===== config.mk =====
export PLATFORM = sky130hd
export DESIGN_NAME = fpc_regs
export DESIGN_NICKNAME = d
export VERILOG_FILES = /design/src/fpc_pkg.sv /design/src/fpc_block_guard.sv /design/src/fpc_regs.sv
export SDC_FILE = /design/constraint.sdc
export NUM_CORES = 1
export LEC_CHECK = 0
export BUFFER_PORTS_ARGS = -buffer_cell sky130_fd_sc_hd__buf_2
export CAP_MARGIN = 20
export CELL_PAD_IN_SITES_DETAIL_PLACEMENT = 1
export CELL_PAD_IN_SITES_GLOBAL_PLACEMENT = 2
export CORE_ASPECT_RATIO = 2
export CORE_MARGIN = 1
export CORE_UTILIZATION = 37
export DETAILED_ROUTE_END_ITERATION = 7
export GPL_ROUTABILITY_DRIVEN = 0
export GPL_TIMING_DRIVEN = 0
export PLACE_DENSITY = 0.79
export SLEW_MARGIN = 10
export SYNTH_ARGS = -nofsm -noshare
export SYNTH_HDL_FRONTEND = slang
export SYNTH_SLANG_ARGS = --single-unit
export TNS_END_PERCENT = 100

===== constraint.sdc =====
create_clock -name ref_clk -period 3.7 [get_ports ref_clk]
set_clock_uncertainty 0.1 [all_clocks]
set_input_delay 0.37 -clock ref_clk [delete_from_list [all_inputs] [get_ports ref_clk]]
set_output_delay 0.37 -clock ref_clk [all_outputs]
set_load 0.01 [all_outputs]

===== src/fpc_pkg.sv =====
/*
  Shared constants for the flash protection and configuration logic:
  command codes, register bit positions, reset values and frame lengths.
  Assumes a single-lane serial host, mode 0, most significant bit first.
*/
`default_nettype none

package fpc_pkg;

  // ---------------------------------------------------------------
  // Command codes
  // ---------------------------------------------------------------
  localparam logic [7:0] CMD_STATUS_WRITE = 8'h01;
  localparam logic [7:0] CMD_PAGE_PROG    = 8'h02;
  localparam logic [7:0] CMD_WRITE_DIS    = 8'h04;
  localparam logic [7:0] CMD_STATUS_READ  = 8'h05;
  localparam logic [7:0] CMD_WRITE_ENABLE = 8'h06;
  localparam logic [7:0] CMD_SECT_ERASE   = 8'h20;
  localparam logic [7:0] CMD_FUNC_WRITE   = 8'h42;
  localparam logic [7:0] CMD_FUNC_READ    = 8'h48;
  localparam logic [7:0] CMD_RP_READ      = 8'h61;
  localparam logic [7:0] CMD_INFO_PROG    = 8'h62;
  localparam logic [7:0] CMD_RP_VOL_B     = 8'h63;
  localparam logic [7:0] CMD_RP_PERSIST   = 8'h65;
  localparam logic [7:0] CMD_RP_VOL_A     = 8'hC0;
  localparam logic [7:0] CMD_ERASE_ALL_A  = 8'hC7;
  localparam logic [7:0] CMD_ERASE_ALL_B  = 8'h60;
  localparam logic [7:0] CMD_BLOCK_ERASE  = 8'hD8;
  localparam logic [7:0] CMD_SUSPEND      = 8'h75;
  localparam logic [7:0] CMD_RESUME       = 8'h7A;

  // ---------------------------------------------------------------
  // Register fields and reset values
  // ---------------------------------------------------------------
  localparam int ST_SWD_BIT   = 7;
  localparam int ST_QE_BIT    = 6;
  localparam int ST_BP_LSB    = 2;
  localparam int ST_WEL_BIT   = 1;
  localparam int ST_BUSY_BIT  = 0;
  localparam int FN_RSTDIS_BIT = 0;
  localparam int FN_PROGRAM_SUSPENDED_FLAG_BIT  = 2;
  localparam int FN_ERASE_SUSPENDED_FLAG_BIT  = 3;
  localparam int FN_LOCK_LSB  = 4;
  localparam logic [7:0] FN_OTP_MASK = 8'hF1;
  localparam int RP_PIN_BIT   = 7;
  localparam int RP_WAIT_LSB  = 3;
  localparam int RP_WRAP_BIT  = 2;
  localparam int RP_BURST_LSB = 0;
  localparam logic [5:0] STATUS_RESET = 6'h00;
  localparam logic [7:0] RP_RESET     = 8'h00;
  localparam int BLOCK_SHIFT  = 16;
  localparam int ROW_LSB      = 8;

  // ---------------------------------------------------------------
  // Frame lengths in serial clock rises
  // ---------------------------------------------------------------
  localparam logic [5:0] LEN_CMD  = 6'h08;
  localparam logic [5:0] LEN_DATA = 6'h10;
  localparam logic [5:0] LEN_ADDR = 6'h20;

  typedef enum logic [1:0] {FPC_OP_NONE, FPC_OP_PROG, FPC_OP_ERASE} fpc_op_e;
  typedef enum logic [1:0] {FPC_IDLE, FPC_CMD, FPC_WRITE, FPC_READ} fpc_frame_e;

endpackage

`default_nettype wire


===== src/fpc_block_guard.sv =====
/*
  Decodes the four protection bits into a protected flag for one
  64 KB block index. Purely combinational; the caller screens with it unregistered.
*/
`timescale 1ns/1ns
`default_nettype none

module fpc_block_guard #(
  parameter int BLK_W = 6
) (
  input  wire logic [3:0]       protect_code,
  input  wire logic [BLK_W-1:0] block_index,
  output var  logic             is_protected
);
  // ---------------------------------------------------------------
  // Region decode
  // ---------------------------------------------------------------
  localparam logic [BLK_W:0] NUM_BLOCKS = (BLK_W+1)'(1 << BLK_W);
  wire logic [3:0]   top_exp = protect_code - 4'h1;
  wire logic [3:0]   bot_exp = 4'hE - protect_code;
  wire logic [BLK_W:0] top_n = (BLK_W+1)'(1) << top_exp;
  wire logic [BLK_W:0] bot_n = (BLK_W+1)'(1) << bot_exp;
  wire logic [BLK_W:0] idx   = {1'b0, block_index};
  // Top codes cover the high end, bottom codes the low end
  wire logic top_hit = (protect_code >= 4'h1) && (protect_code <= 4'h6)
                       && (idx >= NUM_BLOCKS - top_n);
  wire logic bot_hit = (protect_code >= 4'h9) && (protect_code <= 4'hE)
                       && (idx < bot_n);
  wire logic all_hit = (protect_code == 4'h7) || (protect_code == 4'h8);

  assign is_protected = top_hit | bot_hit | all_hit;

endmodule

`default_nettype wire


===== src/fpc_regs.sv =====
/*
  Protection and configuration registers of a serial flash, reached
  over the serial pins. Samples the pins with ref_clk (link clock far
  slower), executes writes at chip-select release, answers register
  reads, and screens array program and erase requests.
  Assumes an array engine on ref_clk that reports busy and done.
*/
`timescale 1ns/1ns
`default_nettype none

module fpc_regs
  import fpc_pkg::*;
#(
  parameter int ADDR_W  = 22,
  parameter bit HAS_DED = 1'b1
) (
  input  wire logic        ref_clk,
  input  wire logic        rst_b,
  input  wire logic        clk_en,
  input  wire logic        serial_clk_pin,
  input  wire logic        chip_sel_b_pin,
  input  wire logic        data_in_pin,
  input  wire logic        write_protect_b_pin,
  input  wire logic        four_lane_command_mode,
  input  wire logic        array_busy,
  input  wire logic        array_done,
  output var  logic        data_out,
  output var  logic        data_out_oe,
  output var  logic        op_start,
  output var  logic        op_refused,
  output var  fpc_pkg::fpc_op_e op_kind,
  output var  logic        op_info_row,
  output var  logic [23:0] op_addr,
  output var  logic        suspend_req,
  output var  logic        resume_req,
  output var  logic        quad_lanes,
  output var  logic        shared_pin_reset,
  output var  logic        dedicated_reset_on,
  output var  logic [3:0]  wait_cycles,
  output var  logic        wait_use_default,
  output var  logic [5:0]  wrap_mask
);
  import fpc_pkg::*;

  // ---------------------------------------------------------------
  // Pin synchronisers
  // ---------------------------------------------------------------
  logic [3:0] pin_meta;
  logic [3:0] pin_sync;
  logic [1:0] edge_prev;

  // Two stages; only pin_sync is looked at by logic
  always_ff @(posedge ref_clk or negedge rst_b)
  begin
    if (!rst_b)
    begin
      // Idle levels (clock low, select high) so no false edge follows reset
      pin_meta  <= 4'h5;
      pin_sync  <= 4'h5;
      edge_prev <= 2'h1;
    end
    else if (clk_en)
    begin
      pin_meta  <= {serial_clk_pin, chip_sel_b_pin, data_in_pin, write_protect_b_pin};
      pin_sync  <= pin_meta;
      edge_prev <= pin_sync[3:2];
    end
  end

  wire logic sck_s   = pin_sync[3];
  wire logic csb_s   = pin_sync[2];
  wire logic din_s   = pin_sync[1];
  wire logic wp_b_s  = pin_sync[0];
  wire logic sck_rise = sck_s & ~edge_prev[1];
  wire logic sck_fall = ~sck_s & edge_prev[1];
  wire logic cs_fall  = ~csb_s & edge_prev[0];
  wire logic cs_rise  = csb_s & ~edge_prev[0];

  // ---------------------------------------------------------------
  // Register state
  // ---------------------------------------------------------------
  fpc_frame_e  frame;
  logic [5:0]  bit_cnt;
  logic [31:0] shift_in;
  logic [7:0]  cmd;
  logic        wel;
  logic        swd;
  logic        qe;
  logic [3:0]  bp;
  logic [7:0]  function_config;
  logic [7:0]  rp_persist;
  logic [7:0]  read_parameters;
  logic        load_pending;
  fpc_op_e     active_op;
  logic        blk_prot;

  // ---------------------------------------------------------------
  // Command decode
  // ---------------------------------------------------------------
  wire logic        fin    = cs_rise & clk_en & (frame != FPC_IDLE);
  wire logic        len8   = bit_cnt == LEN_CMD;
  wire logic        len16  = bit_cnt == LEN_DATA;
  wire logic        len32  = bit_cnt == LEN_ADDR;
  wire logic [7:0]  wdata  = shift_in[7:0];
  wire logic [23:0] waddr  = shift_in[23:0];
  wire logic        idle_ok = fin & ~array_busy;
  wire logic        nv_ok   = idle_ok & wel;
  wire logic        do_write_enable_cmd = idle_ok & len8 & (cmd == CMD_WRITE_ENABLE);
  wire logic        do_wrdi = idle_ok & len8 & (cmd == CMD_WRITE_DIS);
  wire logic        st_cmd  = nv_ok & len16 & (cmd == CMD_STATUS_WRITE);
  wire logic        st_open = ~swd | wp_b_s;
  wire logic        do_st   = st_cmd & st_open;
  wire logic        do_fn   = nv_ok & len16 & (cmd == CMD_FUNC_WRITE);
  wire logic        do_rpnv = nv_ok & len16 & (cmd == CMD_RP_PERSIST);
  wire logic        do_rpv  = fin & len16
                              & ((cmd == CMD_RP_VOL_A) | (cmd == CMD_RP_VOL_B));
  wire logic        is_pp   = len32 & (cmd == CMD_PAGE_PROG);
  wire logic        is_ers  = len32 & ((cmd == CMD_SECT_ERASE) | (cmd == CMD_BLOCK_ERASE));
  wire logic        is_row  = len32 & (cmd == CMD_INFO_PROG);
  wire logic        is_all  = len8 & ((cmd == CMD_ERASE_ALL_A) | (cmd == CMD_ERASE_ALL_B));
  wire logic [1:0]  row_idx = waddr[ROW_LSB +: 2];
  wire logic        row_lock = function_config[FN_LOCK_LSB + row_idx];
  wire logic        arr_req = nv_ok & (is_pp | is_ers | is_row | is_all);
  wire logic        arr_bad = ((is_pp | is_ers) & blk_prot)
                              | (is_row & row_lock)
                              | (is_all & (bp != 4'h0));
  wire logic        grant   = arr_req & ~arr_bad;
  wire logic        refuse  = arr_req & arr_bad;
  wire logic        is_susp = fin & len8 & (cmd == CMD_SUSPEND) & array_busy;
  wire logic        is_res  = fin & len8 & (cmd == CMD_RESUME);
  wire logic        program_suspended_flag_set = is_susp & (active_op == FPC_OP_PROG);
  wire logic        erase_suspended_flag_set = is_susp & (active_op == FPC_OP_ERASE);
  wire logic        program_suspended_flag_clr = is_res & function_config[FN_PROGRAM_SUSPENDED_FLAG_BIT];
  wire logic        erase_suspended_flag_clr = is_res & function_config[FN_ERASE_SUSPENDED_FLAG_BIT]
                               & ~function_config[FN_PROGRAM_SUSPENDED_FLAG_BIT];
  wire logic        is_read = (cmd == CMD_STATUS_READ) | (cmd == CMD_FUNC_READ)
                              | (cmd == CMD_RP_READ);
  wire logic [7:0]  next_cmd = {shift_in[6:0], din_s};

  // Block index sits above the 64 KB boundary
  fpc_block_guard #(
    .BLK_W        (ADDR_W - BLOCK_SHIFT)
  ) u_guard (
    .protect_code (bp),
    .block_index  (waddr[ADDR_W-1:BLOCK_SHIFT]),
    .is_protected (blk_prot)
  );

  // Readback selection; reads repeat the live value each byte
  wire logic [7:0] status_byte = {swd, qe, bp, wel, array_busy};
  wire logic [7:0] rd_byte = (cmd == CMD_STATUS_READ) ? status_byte
                           : (cmd == CMD_FUNC_READ) ? function_config
                           : read_parameters;
  wire logic [2:0] rd_bit = 3'h7 - bit_cnt[2:0];

  // Function register next value: one-time bits only ever set
  wire logic [7:0] fn_otp_next = function_config | (wdata & FN_OTP_MASK);
  wire logic [7:0] next_fn = {do_fn ? fn_otp_next[7:4] : function_config[7:4],
                              (function_config[FN_ERASE_SUSPENDED_FLAG_BIT] | erase_suspended_flag_set) & ~erase_suspended_flag_clr,
                              (function_config[FN_PROGRAM_SUSPENDED_FLAG_BIT] | program_suspended_flag_set) & ~program_suspended_flag_clr,
                              1'b0,
                              do_fn ? fn_otp_next[0] : function_config[0]};

  // ---------------------------------------------------------------
  // Serial framing
  // ---------------------------------------------------------------
  // A frame opens at chip-select fall and shifts on clock rises
  always_ff @(posedge ref_clk or negedge rst_b)
  begin
    if (!rst_b)
    begin
      frame    <= FPC_IDLE;
      bit_cnt  <= 6'h00;
      shift_in <= 32'h0000_0000;
      cmd      <= 8'h00;
    end
    else if (clk_en)
    begin
      unique case (frame)
        FPC_IDLE:
        begin
          if (cs_fall)
          begin
            frame   <= FPC_CMD;
            bit_cnt <= 6'h00;
          end
        end
        FPC_CMD, FPC_WRITE, FPC_READ:
        begin
          if (cs_rise)
            frame <= FPC_IDLE;
          else if (sck_rise)
          begin
            shift_in <= {shift_in[30:0], din_s};
            if (bit_cnt != 6'h3F)
              bit_cnt <= bit_cnt + 6'h01;                            // Saturates on long frames
            if (frame == FPC_CMD && bit_cnt == 6'h07)
            begin
              cmd   <= next_cmd;
              frame <= ((next_cmd == CMD_STATUS_READ) || (next_cmd == CMD_FUNC_READ)
                        || (next_cmd == CMD_RP_READ)) ? FPC_READ : FPC_WRITE;
            end
          end
        end
      endcase
    end
  end

  // Read data launched on the falling edge, ready for the next rise
  always_ff @(posedge ref_clk or negedge rst_b)
  begin
    if (!rst_b)
    begin
      data_out    <= 1'b0;
      data_out_oe <= 1'b0;
    end
    else if (clk_en)
    begin
      data_out_oe <= (frame == FPC_READ) & ~csb_s & is_read;
      if (frame == FPC_READ && sck_fall)
        data_out <= rd_byte[rd_bit];
    end
  end

  // ---------------------------------------------------------------
  // Status, function and read parameter registers
  // ---------------------------------------------------------------
  // Status bits 7:2 only move on an accepted status write
  always_ff @(posedge ref_clk or negedge rst_b)
  begin
    if (!rst_b)
    begin
      {swd, qe, bp} <= STATUS_RESET;
      wel           <= 1'b0;
    end
    else if (clk_en)
    begin
      if (do_st)
        {swd, qe, bp} <= wdata[7:2];
      if (do_write_enable_cmd)
        wel <= 1'b1;
      else if (do_wrdi | do_st | do_fn | do_rpnv | grant)
        wel <= 1'b0;
    end
  end

  // Bit 0 default follows whether the part has a dedicated reset pin
  always_ff @(posedge ref_clk or negedge rst_b)
  begin
    if (!rst_b)
      function_config <= {7'h00, ~HAS_DED};
    else if (clk_en)
      function_config <= next_fn;
  end

  // Volatile copy takes the persistent copy once after power-up
  always_ff @(posedge ref_clk or negedge rst_b)
  begin
    if (!rst_b)
    begin
      rp_persist      <= RP_RESET;
      read_parameters <= RP_RESET;
      load_pending    <= 1'b1;
    end
    else if (clk_en)
    begin
      load_pending <= 1'b0;
      if (load_pending)
        read_parameters <= rp_persist;
      else if (do_rpv)
        read_parameters <= wdata;
      if (do_rpnv)
        rp_persist <= wdata;
    end
  end

  // ---------------------------------------------------------------
  // Array operation screening and suspend tracking
  // ---------------------------------------------------------------
  // The engine's done pulse ends the tracked operation
  always_ff @(posedge ref_clk or negedge rst_b)
  begin
    if (!rst_b)
    begin
      active_op   <= FPC_OP_NONE;
      op_start    <= 1'b0;
      op_refused  <= 1'b0;
      op_kind     <= FPC_OP_NONE;
      op_info_row <= 1'b0;
      op_addr     <= 24'h00_0000;
      suspend_req <= 1'b0;
      resume_req  <= 1'b0;
    end
    else if (clk_en)
    begin
      op_start    <= grant;
      op_refused  <= refuse;
      suspend_req <= program_suspended_flag_set | erase_suspended_flag_set;
      resume_req  <= program_suspended_flag_clr | erase_suspended_flag_clr;
      if (grant)
      begin
        active_op   <= (is_pp | is_row) ? FPC_OP_PROG : FPC_OP_ERASE;
        op_kind     <= (is_pp | is_row) ? FPC_OP_PROG : FPC_OP_ERASE;
        op_info_row <= is_row;
        op_addr     <= is_all ? 24'h00_0000 : waddr;
      end
      else if (array_done)
        active_op <= FPC_OP_NONE;
    end
  end

  // ---------------------------------------------------------------
  // Pin roles and read configuration outputs
  // ---------------------------------------------------------------
  wire logic single_lane = ~qe & ~four_lane_command_mode;
  wire logic ded_live    = HAS_DED & ~function_config[FN_RSTDIS_BIT];
  // Dedicated pin still live forces hold; disabled pin moves reset over only in single-lane mode
  wire logic next_shared_reset = single_lane & ~ded_live
                                 & (function_config[FN_RSTDIS_BIT]
                                    | read_parameters[RP_PIN_BIT]);
  wire logic [1:0] burst = read_parameters[RP_BURST_LSB +: 2];
  wire logic [5:0] burst_mask = (6'h08 << burst) - 6'h01;
  wire logic [3:0] wait_field = read_parameters[RP_WAIT_LSB +: 4];

  always_ff @(posedge ref_clk or negedge rst_b)
  begin
    if (!rst_b)
    begin
      quad_lanes         <= 1'b0;
      shared_pin_reset   <= 1'b0;
      dedicated_reset_on <= HAS_DED;
      wait_cycles        <= 4'h0;
      wait_use_default   <= 1'b1;
      wrap_mask          <= 6'h00;
    end
    else if (clk_en)
    begin
      quad_lanes         <= qe;
      shared_pin_reset   <= next_shared_reset;
      dedicated_reset_on <= ded_live;
      wait_cycles        <= wait_field;
      wait_use_default   <= wait_field == 4'h0;
      wrap_mask          <= read_parameters[RP_WRAP_BIT] ? burst_mask : 6'h00;
    end
  end

  // ---------------------------------------------------------------
  // Assertions
  // ---------------------------------------------------------------
  a_otp_sticky: assert property (@(posedge ref_clk) disable iff (!rst_b)
    clk_en |=> ((($past(function_config) & FN_OTP_MASK) & ~function_config) == 8'h00))
    else $error("one-time function bit cleared");

  a_rsvd_zero: assert property (@(posedge ref_clk) disable iff (!rst_b)
    function_config[1] == 1'b0)
    else $error("reserved function bit set");

  a_erase_all_bp: assert property (@(posedge ref_clk) disable iff (!rst_b)
    (fin & is_all & (bp != 4'h0)) |=> !op_start)
    else $error("whole-array erase started with protection set");

  a_status_locked: assert property (@(posedge ref_clk) disable iff (!rst_b)
    (st_cmd & swd & ~wp_b_s) |=> ({swd, qe, bp} == $past({swd, qe, bp})))
    else $error("locked status bits changed");

  a_status_taken: assert property (@(posedge ref_clk) disable iff (!rst_b)
    (st_cmd & (~swd | wp_b_s)) |=> ({swd, qe, bp} == $past(wdata[7:2])))
    else $error("status write not taken");

  a_block_refuse: assert property (@(posedge ref_clk) disable iff (!rst_b)
    (nv_ok & (is_pp | is_ers) & blk_prot) |=> (op_refused & !op_start))
    else $error("protected block not refused");

  a_row_lock: assert property (@(posedge ref_clk) disable iff (!rst_b)
    (nv_ok & is_row & row_lock) |=> (op_refused & !op_start))
    else $error("locked row programmed");

  a_quad_lanes: assert property (@(posedge ref_clk) disable iff (!rst_b)
    clk_en |=> (quad_lanes == $past(qe)))
    else $error("lane role does not follow quad enable");

  a_program_suspended_flag_set: assert property (@(posedge ref_clk) disable iff (!rst_b)
    program_suspended_flag_set |=> function_config[FN_PROGRAM_SUSPENDED_FLAG_BIT] & suspend_req)
    else $error("program suspend flag not set");

  a_vol_load: assert property (@(posedge ref_clk) disable iff (!rst_b)
    (load_pending & clk_en) |=> (read_parameters == $past(rp_persist)))
    else $error("volatile copy not loaded");

endmodule

`default_nettype wire


==> results of run 1 <==
what timing repair did:
action,in CTS,in global routing
hold buffers,1,0
setup buffers,1,4
pin swaps,1,10
endpoints found under the hold margin,46,0
gates cloned,0,3
gates resized for setup,4,13
setup endpoints to repair,28,22
where the power goes:
| group | switching (mW) | total (mW) | internal [mW] |
|---|---|---|---|
| Sequential | 0.108 | 1.57 | 1.47 |
| Clock | 0.632 | 1.79 | 1.16 |
| Combinational | 0.226 | 0.379 | 0.153 |
final timing paths:
| path | endpoint | slack, ps | cells after the start |
|---|---|---|---|
| max | op_addr[21] | 80 | 13 |
| min | shared_pin_reset | 50 | 2 |
| max reg2reg | op_addr[21] | 80 | 13 |
| min reg2reg | resume_req | 380 | 1 |
| max in group asynchronous | pin_meta[0] | 2310 | 3 |
| min in group asynchronous | op_addr[18] | 350 | 2 |
placed cells by master (no fill, tap or decap), types with 7 or more instances in the layout:
cell type / Yosys / routed
buf_2: 2 / 58
nand2_1: 38 / 38
o21ai_0: 26 / 25
xor2_1: 7 / 7
clkbuf_1: 15 / 17
dfstp_2: 8 / 8
clkbuf_16: 0 / 17
nand4_1: 7 / 7
nor2b_1: 8 / 8
dfrtp_1: 120 / 119
inv_1: 15 / 15
buf_6: 6 / 10
ha_1: 13 / 12
mux2i_1: 12 / 12
nor2_1: 25 / 23
a22o_1: 25 / 25
and3_1: 8 / 8
a21oi_1: 14 / 14
nand3_1: 12 / 12
mux2_2: 61 / 61
cells by family after synthesis:
family / after synthesis / synth area share [%]
flip-flops: 128 / 50.0
AO/OA/AOI/OAI: 111 / 13.1
multiplexers: 78 / 14.2
buffers and inverters: 48 / 4.54
XOR/XNOR: 8 / 1.09
AND/OR/NAND/NOR: 156 / 14.3
adder cells (fa/ha/maj): 14 / 2.69
metal layers:
metal / vias up / wire length (um)
met4: 0 / 775
met2: 95 / 10600
met1: 2480 / 6600
li1: 2193 / -
met5: - / 0
met3: 42 / 484
critical path, delay by kind of cell, from the launching register on:
kind            cells  cell delay, ps
compound gates      6            1160
fa+ha+maj           2             520
buf+inv             2             410
flops               1             440
simple gates        3             860
stage by stage:
| stage | power (mW) | area, um^2 |
|---|---|---|
| floorplan | 1.79 | 6420 |
| global placement | 1.95 | 6960 |
| detailed placement | 1.97 | 6990 |
| CTS | 3.77 | 7650 |
| global route | 3.88 | 7760 |
| finish | 3.75 | 7760 |
state kept, by name (all words and copies together) (netlist names), 2 cells and up:
name,cells
frame,2
pin_meta,4
active_op,2
edge_prev,2
op_addr,24
rp_persist,8
shift_in,24
pin_sync,4
op_kind,2
read_parameters,8
wait_cycles,4
bit_cnt,6
function_config,7
bp,4
wrap_mask,4
cmd,8
cell type report:
| cell class | instances | area (um^2) |
|---|---|---|
| buffer | 33 | 238 |
| clock inverter | 9 | 158 |
| sequential | 128 | 3210 |
| timing repair buffer | 68 | 405 |
| tap | 207 | 259 |
| multi-input combinational | 368 | 2970 |
| inverter | 15 | 56.3 |
| clock buffer | 22 | 464 |
| fill | 1797 | 9080 |
==> metrics, run 1 <==
Worst Setup SP bp[1]; Port Buffers 56; layer with the highest usage met2; most used cell, CP o21ai_1; die width 95.1 um; clock sink total 128; Clock transition at path regs 60 ps; GRT Residual Overflow 0; Synth area leaders dfrtp_1, mux2_2, a22o_1; routed len/inst 21.7 um; Starting Density 38.1%; Top FF cell, synth dfrtp_1; Global Route met2 Usage 40.4%; initial antenna violation count 0; Detail Route Antenna Nets 0; Total GRT Usage 22.0%; met3 Use GR 4.04%; CTS tree built; Nets 654; Yosys cell types 81; worst-margin pin slew 1370 ps; number of synthesized flops with an enable pin 0; row cnt 67; DRC 0; Seq cells post-synth 128; Hold Crit Class in -> reg; drt pass-1 iters 4; WP data required 3910 ps; Slew Limit Fails 0; synthesized cell area 6420 um^2; crit path max fanout 6; met1 Track Usage GR 23.1%; CORE AREA 16800 um^2; Worst EP arrival 3830 ps; final core utilization 46.1%; Slew HR 8.08%; crit end category register; setup TNS 0 ps; Crit Path Class reg -> reg; beginning of the worst hold path four_lane_command_mode; Setup Viol. Count Final 0; Place WS -287 ps; clk_lat worst skew 430 ps; ANT cells 0; Max Cap Viol 0; maximum clock frequency 276 MHz; fin crit share 97.9%; slowest library cell on the worst path or4b_4; most frequent cells after synthesis dfrtp_1, mux2_2, nand2_1; critical path cell sequence or4b_4 > ha_4 > buf_4 > o21ai_0 > o21ai_1 > ha_1 > and4_1 > o21ai_1 > nand4b_1 > a221oi_4 > o221ai_4 > buf_6 > a22o_1; I/O pins 57; Synth async-reset ratio 100%; status complete, no violations; share of the synthesized area in the top cell type 46.8%; Pwr per Cell Area 482 nW/um^2; vias in the first global route 5324; Die ar. 17900 um^2; Fin Hold WS 48.2 ps; leakage 3.63 nW; die span in y 188 um; Finished Layout Cells 850; share of cells above drive strength 1 33.1%; top-count cell post-synth dfrtp_1; Syn Area/Cell 11.8 um^2; first-pass GRT wire length 29300 um; Worst R2R Start bp[1]; routed vias 4810; Post-Syn Nets 566; post-synthesis sequential area ratio 50.0%; Clock Tree Buf Depth 2; post-route minimum period 3620 ps; maximum level of the CTS H-tree 4; DP Cell Count 807; cell accounting for the most synthesized area dfrtp_1; Num CTS Buffers 17; VDD IR max 326 uV; Synth Warn # 0; WL final 18500 um; routed vias/inst 5.66; synthesized instance count 543; biggest cell delay along the critical path 540 ps; Detail Placement HPWL 13200 um; Critical Path Start Type register; endpoints failing hold 0; initial drt markers 224; largest net degree at the start of global routing 82; CTS root buf clkbuf_16; P&R area growth vs syn 21.0%; final worst-path setup slack 78.6 ps
(Power assumes the default switching activity.)
==> run 2, diff against run 1 <==
- GPL_TIMING_DRIVEN: 0 -> not set
==> run 2 against run 1 <==
Effect of this change: combinational power down 5%; critical path depth unchanged; utilization down 0.97 points; cell count down 2.6%; final area down 2.1%; maximum frequency up 1.3%; setup slack better by 47 ps; via count down 0.48%; wire length down 2.2%; critical endpoint is now op_info_row; sequential share of layout area up 0.88 points; global-route usage down 0.64 points.
==> metrics, run 2 (synthesized netlist as in run 1, its figures left out) <==
fin crit share 96.6% (was 97.9%); WHS Path Cells 2 (unchanged); postcts setup bufs 0 (was 1); Num CTS Buffers 17 (unchanged); Detail Placement HPWL 12500 um (was 13200 um); worst r2r path cells 13 (unchanged); slowest library cell on the worst path or4b_4 (unchanged); endpoints failing hold 0 (unchanged); die span in y 188 um (unchanged); Reg area 3210 um^2 (about the same); worst-margin pin slew 888 ps (was 1370 ps); Placed Area 6870 um^2 (was 6990 um^2); Crit Path Class reg -> reg (unchanged); routed vias 4787 (was 4810); WP data required 3900 ps (was 3910 ps); Worst EP arrival 3770 ps (was 3830 ps); VDD IR max 303 uV (was 326 uV); most used cell, CP o21ai_1 (unchanged); CTS tree built (unchanged); GRT Residual Overflow 0 (unchanged); I/O pins 57 (unchanged); routed len/inst 21.8 um (was 21.7 um); commonest cells after routing, fill and taps aside dfrtp_1, mux2_2, buf_2, nand2_1 (unchanged); post-route minimum period 3570 ps (was 3620 ps); clk_lat worst skew 430 ps (about the same); Slew HR 40.3% (was 8.08%); Port Buffers 56 (unchanged); beginning of the worst hold path four_lane_command_mode (unchanged); Reg2Reg Setup Slack 130 ps (was 80 ps); crit path max fanout 6 (unchanged); Setup Viol. Count Final 0 (unchanged); final core utilization 45.1% (was 46.1%); leakage 3.55 nW (was 3.63 nW); share of cells above drive strength 1 33.3% (was 33.1%); maximum clock frequency 280 MHz (was 276 MHz); Clock transition at path regs 60 ps (about the same); final instance area 7600 um^2 (was 7760 um^2); clock sink total 128 (unchanged); routed vias/inst 5.78 (was 5.66); die width 95.1 um (unchanged); Critical Path Start Type register (unchanged); Nets 632 (was 654); critical path cell sequence or4b_4 > ha_2 > nor2_1 > a22oi_2 > o21ai_1 > ha_1 > and4_1 > o21ai_1 > nand4b_1 > a221oi_2 > buf_6 > o221a_4 > mux2_4 (was or4b_4 > ha_4 > buf_4 > o21ai_0 > o21ai_1 > ha_1 > and4_1 > o21ai_1 > nand4b_1 > a221oi_4 > o221ai_4 > buf_6 > a22o_1); Detail Route Antenna Nets 0 (unchanged); Max Cap Viol 0 (unchanged); P&R area growth vs syn 18.4% (was 21.0%); area of the multi-input gates 3020 um^2 (was 2970 um^2); Clock Tree Buf Depth 2 (unchanged); maximum level of the CTS H-tree 4 (unchanged); row cnt 67 (unchanged); setup TNS 0 ps (unchanged); WP buf/inv 1 (was 2); crit end category register (unchanged); drt pass-1 iters 4 (unchanged); status complete, no violations (unchanged); initial drt markers 240 (was 224); biggest cell delay along the critical path 570 ps (was 540 ps); Starting Density 38.1% (unchanged); CP top delay family simple AND/OR/NAND/NOR gates (was compound AO/OA/AOI/OAI gates); CTS root buf clkbuf_16 (unchanged); initial antenna violation count 0 (unchanged); fill count 1804 (was 1797); Die ar. 17900 um^2 (unchanged); WL final 18100 um (was 18500 um); Pwr per Cell Area 489 nW/um^2 (was 482 nW/um^2); Worst R2R Start bp[3] (was bp[1]); Fin Hold WS 42.9 ps (was 48.2 ps); DP Cell Count 791 (was 807); end point of the worst hold path shared_pin_reset (unchanged); largest net degree at the start of global routing 67 (was 82); Top Registers op_addr x24, shift_in x24 (unchanged); DRC 0 (unchanged); RR Endpoint op_info_row (was op_addr[21]); first-pass GRT wire length 28400 um (was 29300 um); Hold Crit Class in -> reg (unchanged); ANT cells 0 (unchanged); CORE AREA 16800 um^2 (unchanged); vias in the first global route 5177 (was 5324); Slew Limit Fails 0 (unchanged); Finished Layout Cells 828 (was 850); Total GRT Usage 21.4% (was 22.0%); most common cell after layout, fill and taps aside dfrtp_1 (unchanged)
run 2: changes by cell type in the layout (fill, tap and decap cells not counted), moves of 2 or more:
cell      before  now
o221ai_4       1    4
inv_6          0    3
nor2_1        23   25
clkbuf_8       6    3
clkbuf_1      17    0
buf_2         58   56
buf_1          2    0
buf_4          6   18
nor2_2         2    0
buf_6         10    1
clkbuf_2       3    0
run 2: final cells by class:
| type | instances | share of cell area (%) |
|---|---|---|
| clock buffers | 20 | 6.14 |
| clock inverters | 11 | 2.01 |
| inverters | 15 | 0.741 |
| multi-input cells | 371 | 39.7 |
| flip-flops and latches | 128 | 42.3 |
| well taps | 207 | 3.41 |
| repair buffers | 76 | 5.74 |
run 2: power breakdown:
group | switching [mW] | leakage [nW] | total (mW) | internal [mW]
sequential | 0.129 | 1.73 | 1.60 | 1.47
combinational | 0.202 | 1.53 | 0.360 | 0.158
clock | 0.647 | 0.296 | 1.76 | 1.11
total | 0.979 | 3.55 | 3.72 | 2.74
run 2: stage by stage:
step	total power, mW	worst slack, ps
2_1_floorplan	1.79	307
3_3_place_gp	1.97	192
3_5_place_dp	1.98	7.93
4_1_cts	3.76	30.8
5_1_grt	3.86	-2.13
6_report	3.72	126
run 2: worst max-delay path by stage:
stage	depth (start not counted)	to	slack (ps)	from
5_1_grt	13	op_addr[12]	-2	bp[3]
2_1_floorplan	11	op_addr[17]	310	bp[3]
3_5_place_dp	13	op_addr[12]	8	bp[3]
3_3_place_gp	13	op_addr[12]	190	bp[3]
6_report	13	op_info_row	130	bp[3]
4_1_cts	13	op_addr[12]	30	bp[3]
run 2: worst reg2reg max path, delay by kind of cell, from the launching register on:
family / cells / cell delay, ps
DFF: 1 / 390
adders and majority gates: 2 / 510
AOI/OAI and AO/OA: 5 / 890
and+or+nand+nor: 4 / 1040
buffers and inverters: 1 / 210
muxes: 1 / 300
run 2: metal layers:
layer / part of all wire (%) / global-route usage (%) / vias to the layer above
li1: - / - / 2168
met4: 5.1 / 11.9 / 0
met2: 56 / 39.1 / 104
met5: 0 / 0 / -
met3: 3.0 / 4.00 / 49
met1: 36 / 21.9 / 2466
run 2: what timing repair did:
action / 4_1_cts / 5_1_grt
endpoints found under the setup margin: 24 / 26
pin swaps: 0 / 3
cloned: 1 / 4
hold endpoints to repair: 41 / 0
hold buffers: 1 / 0
resized for setup: 1 / 6
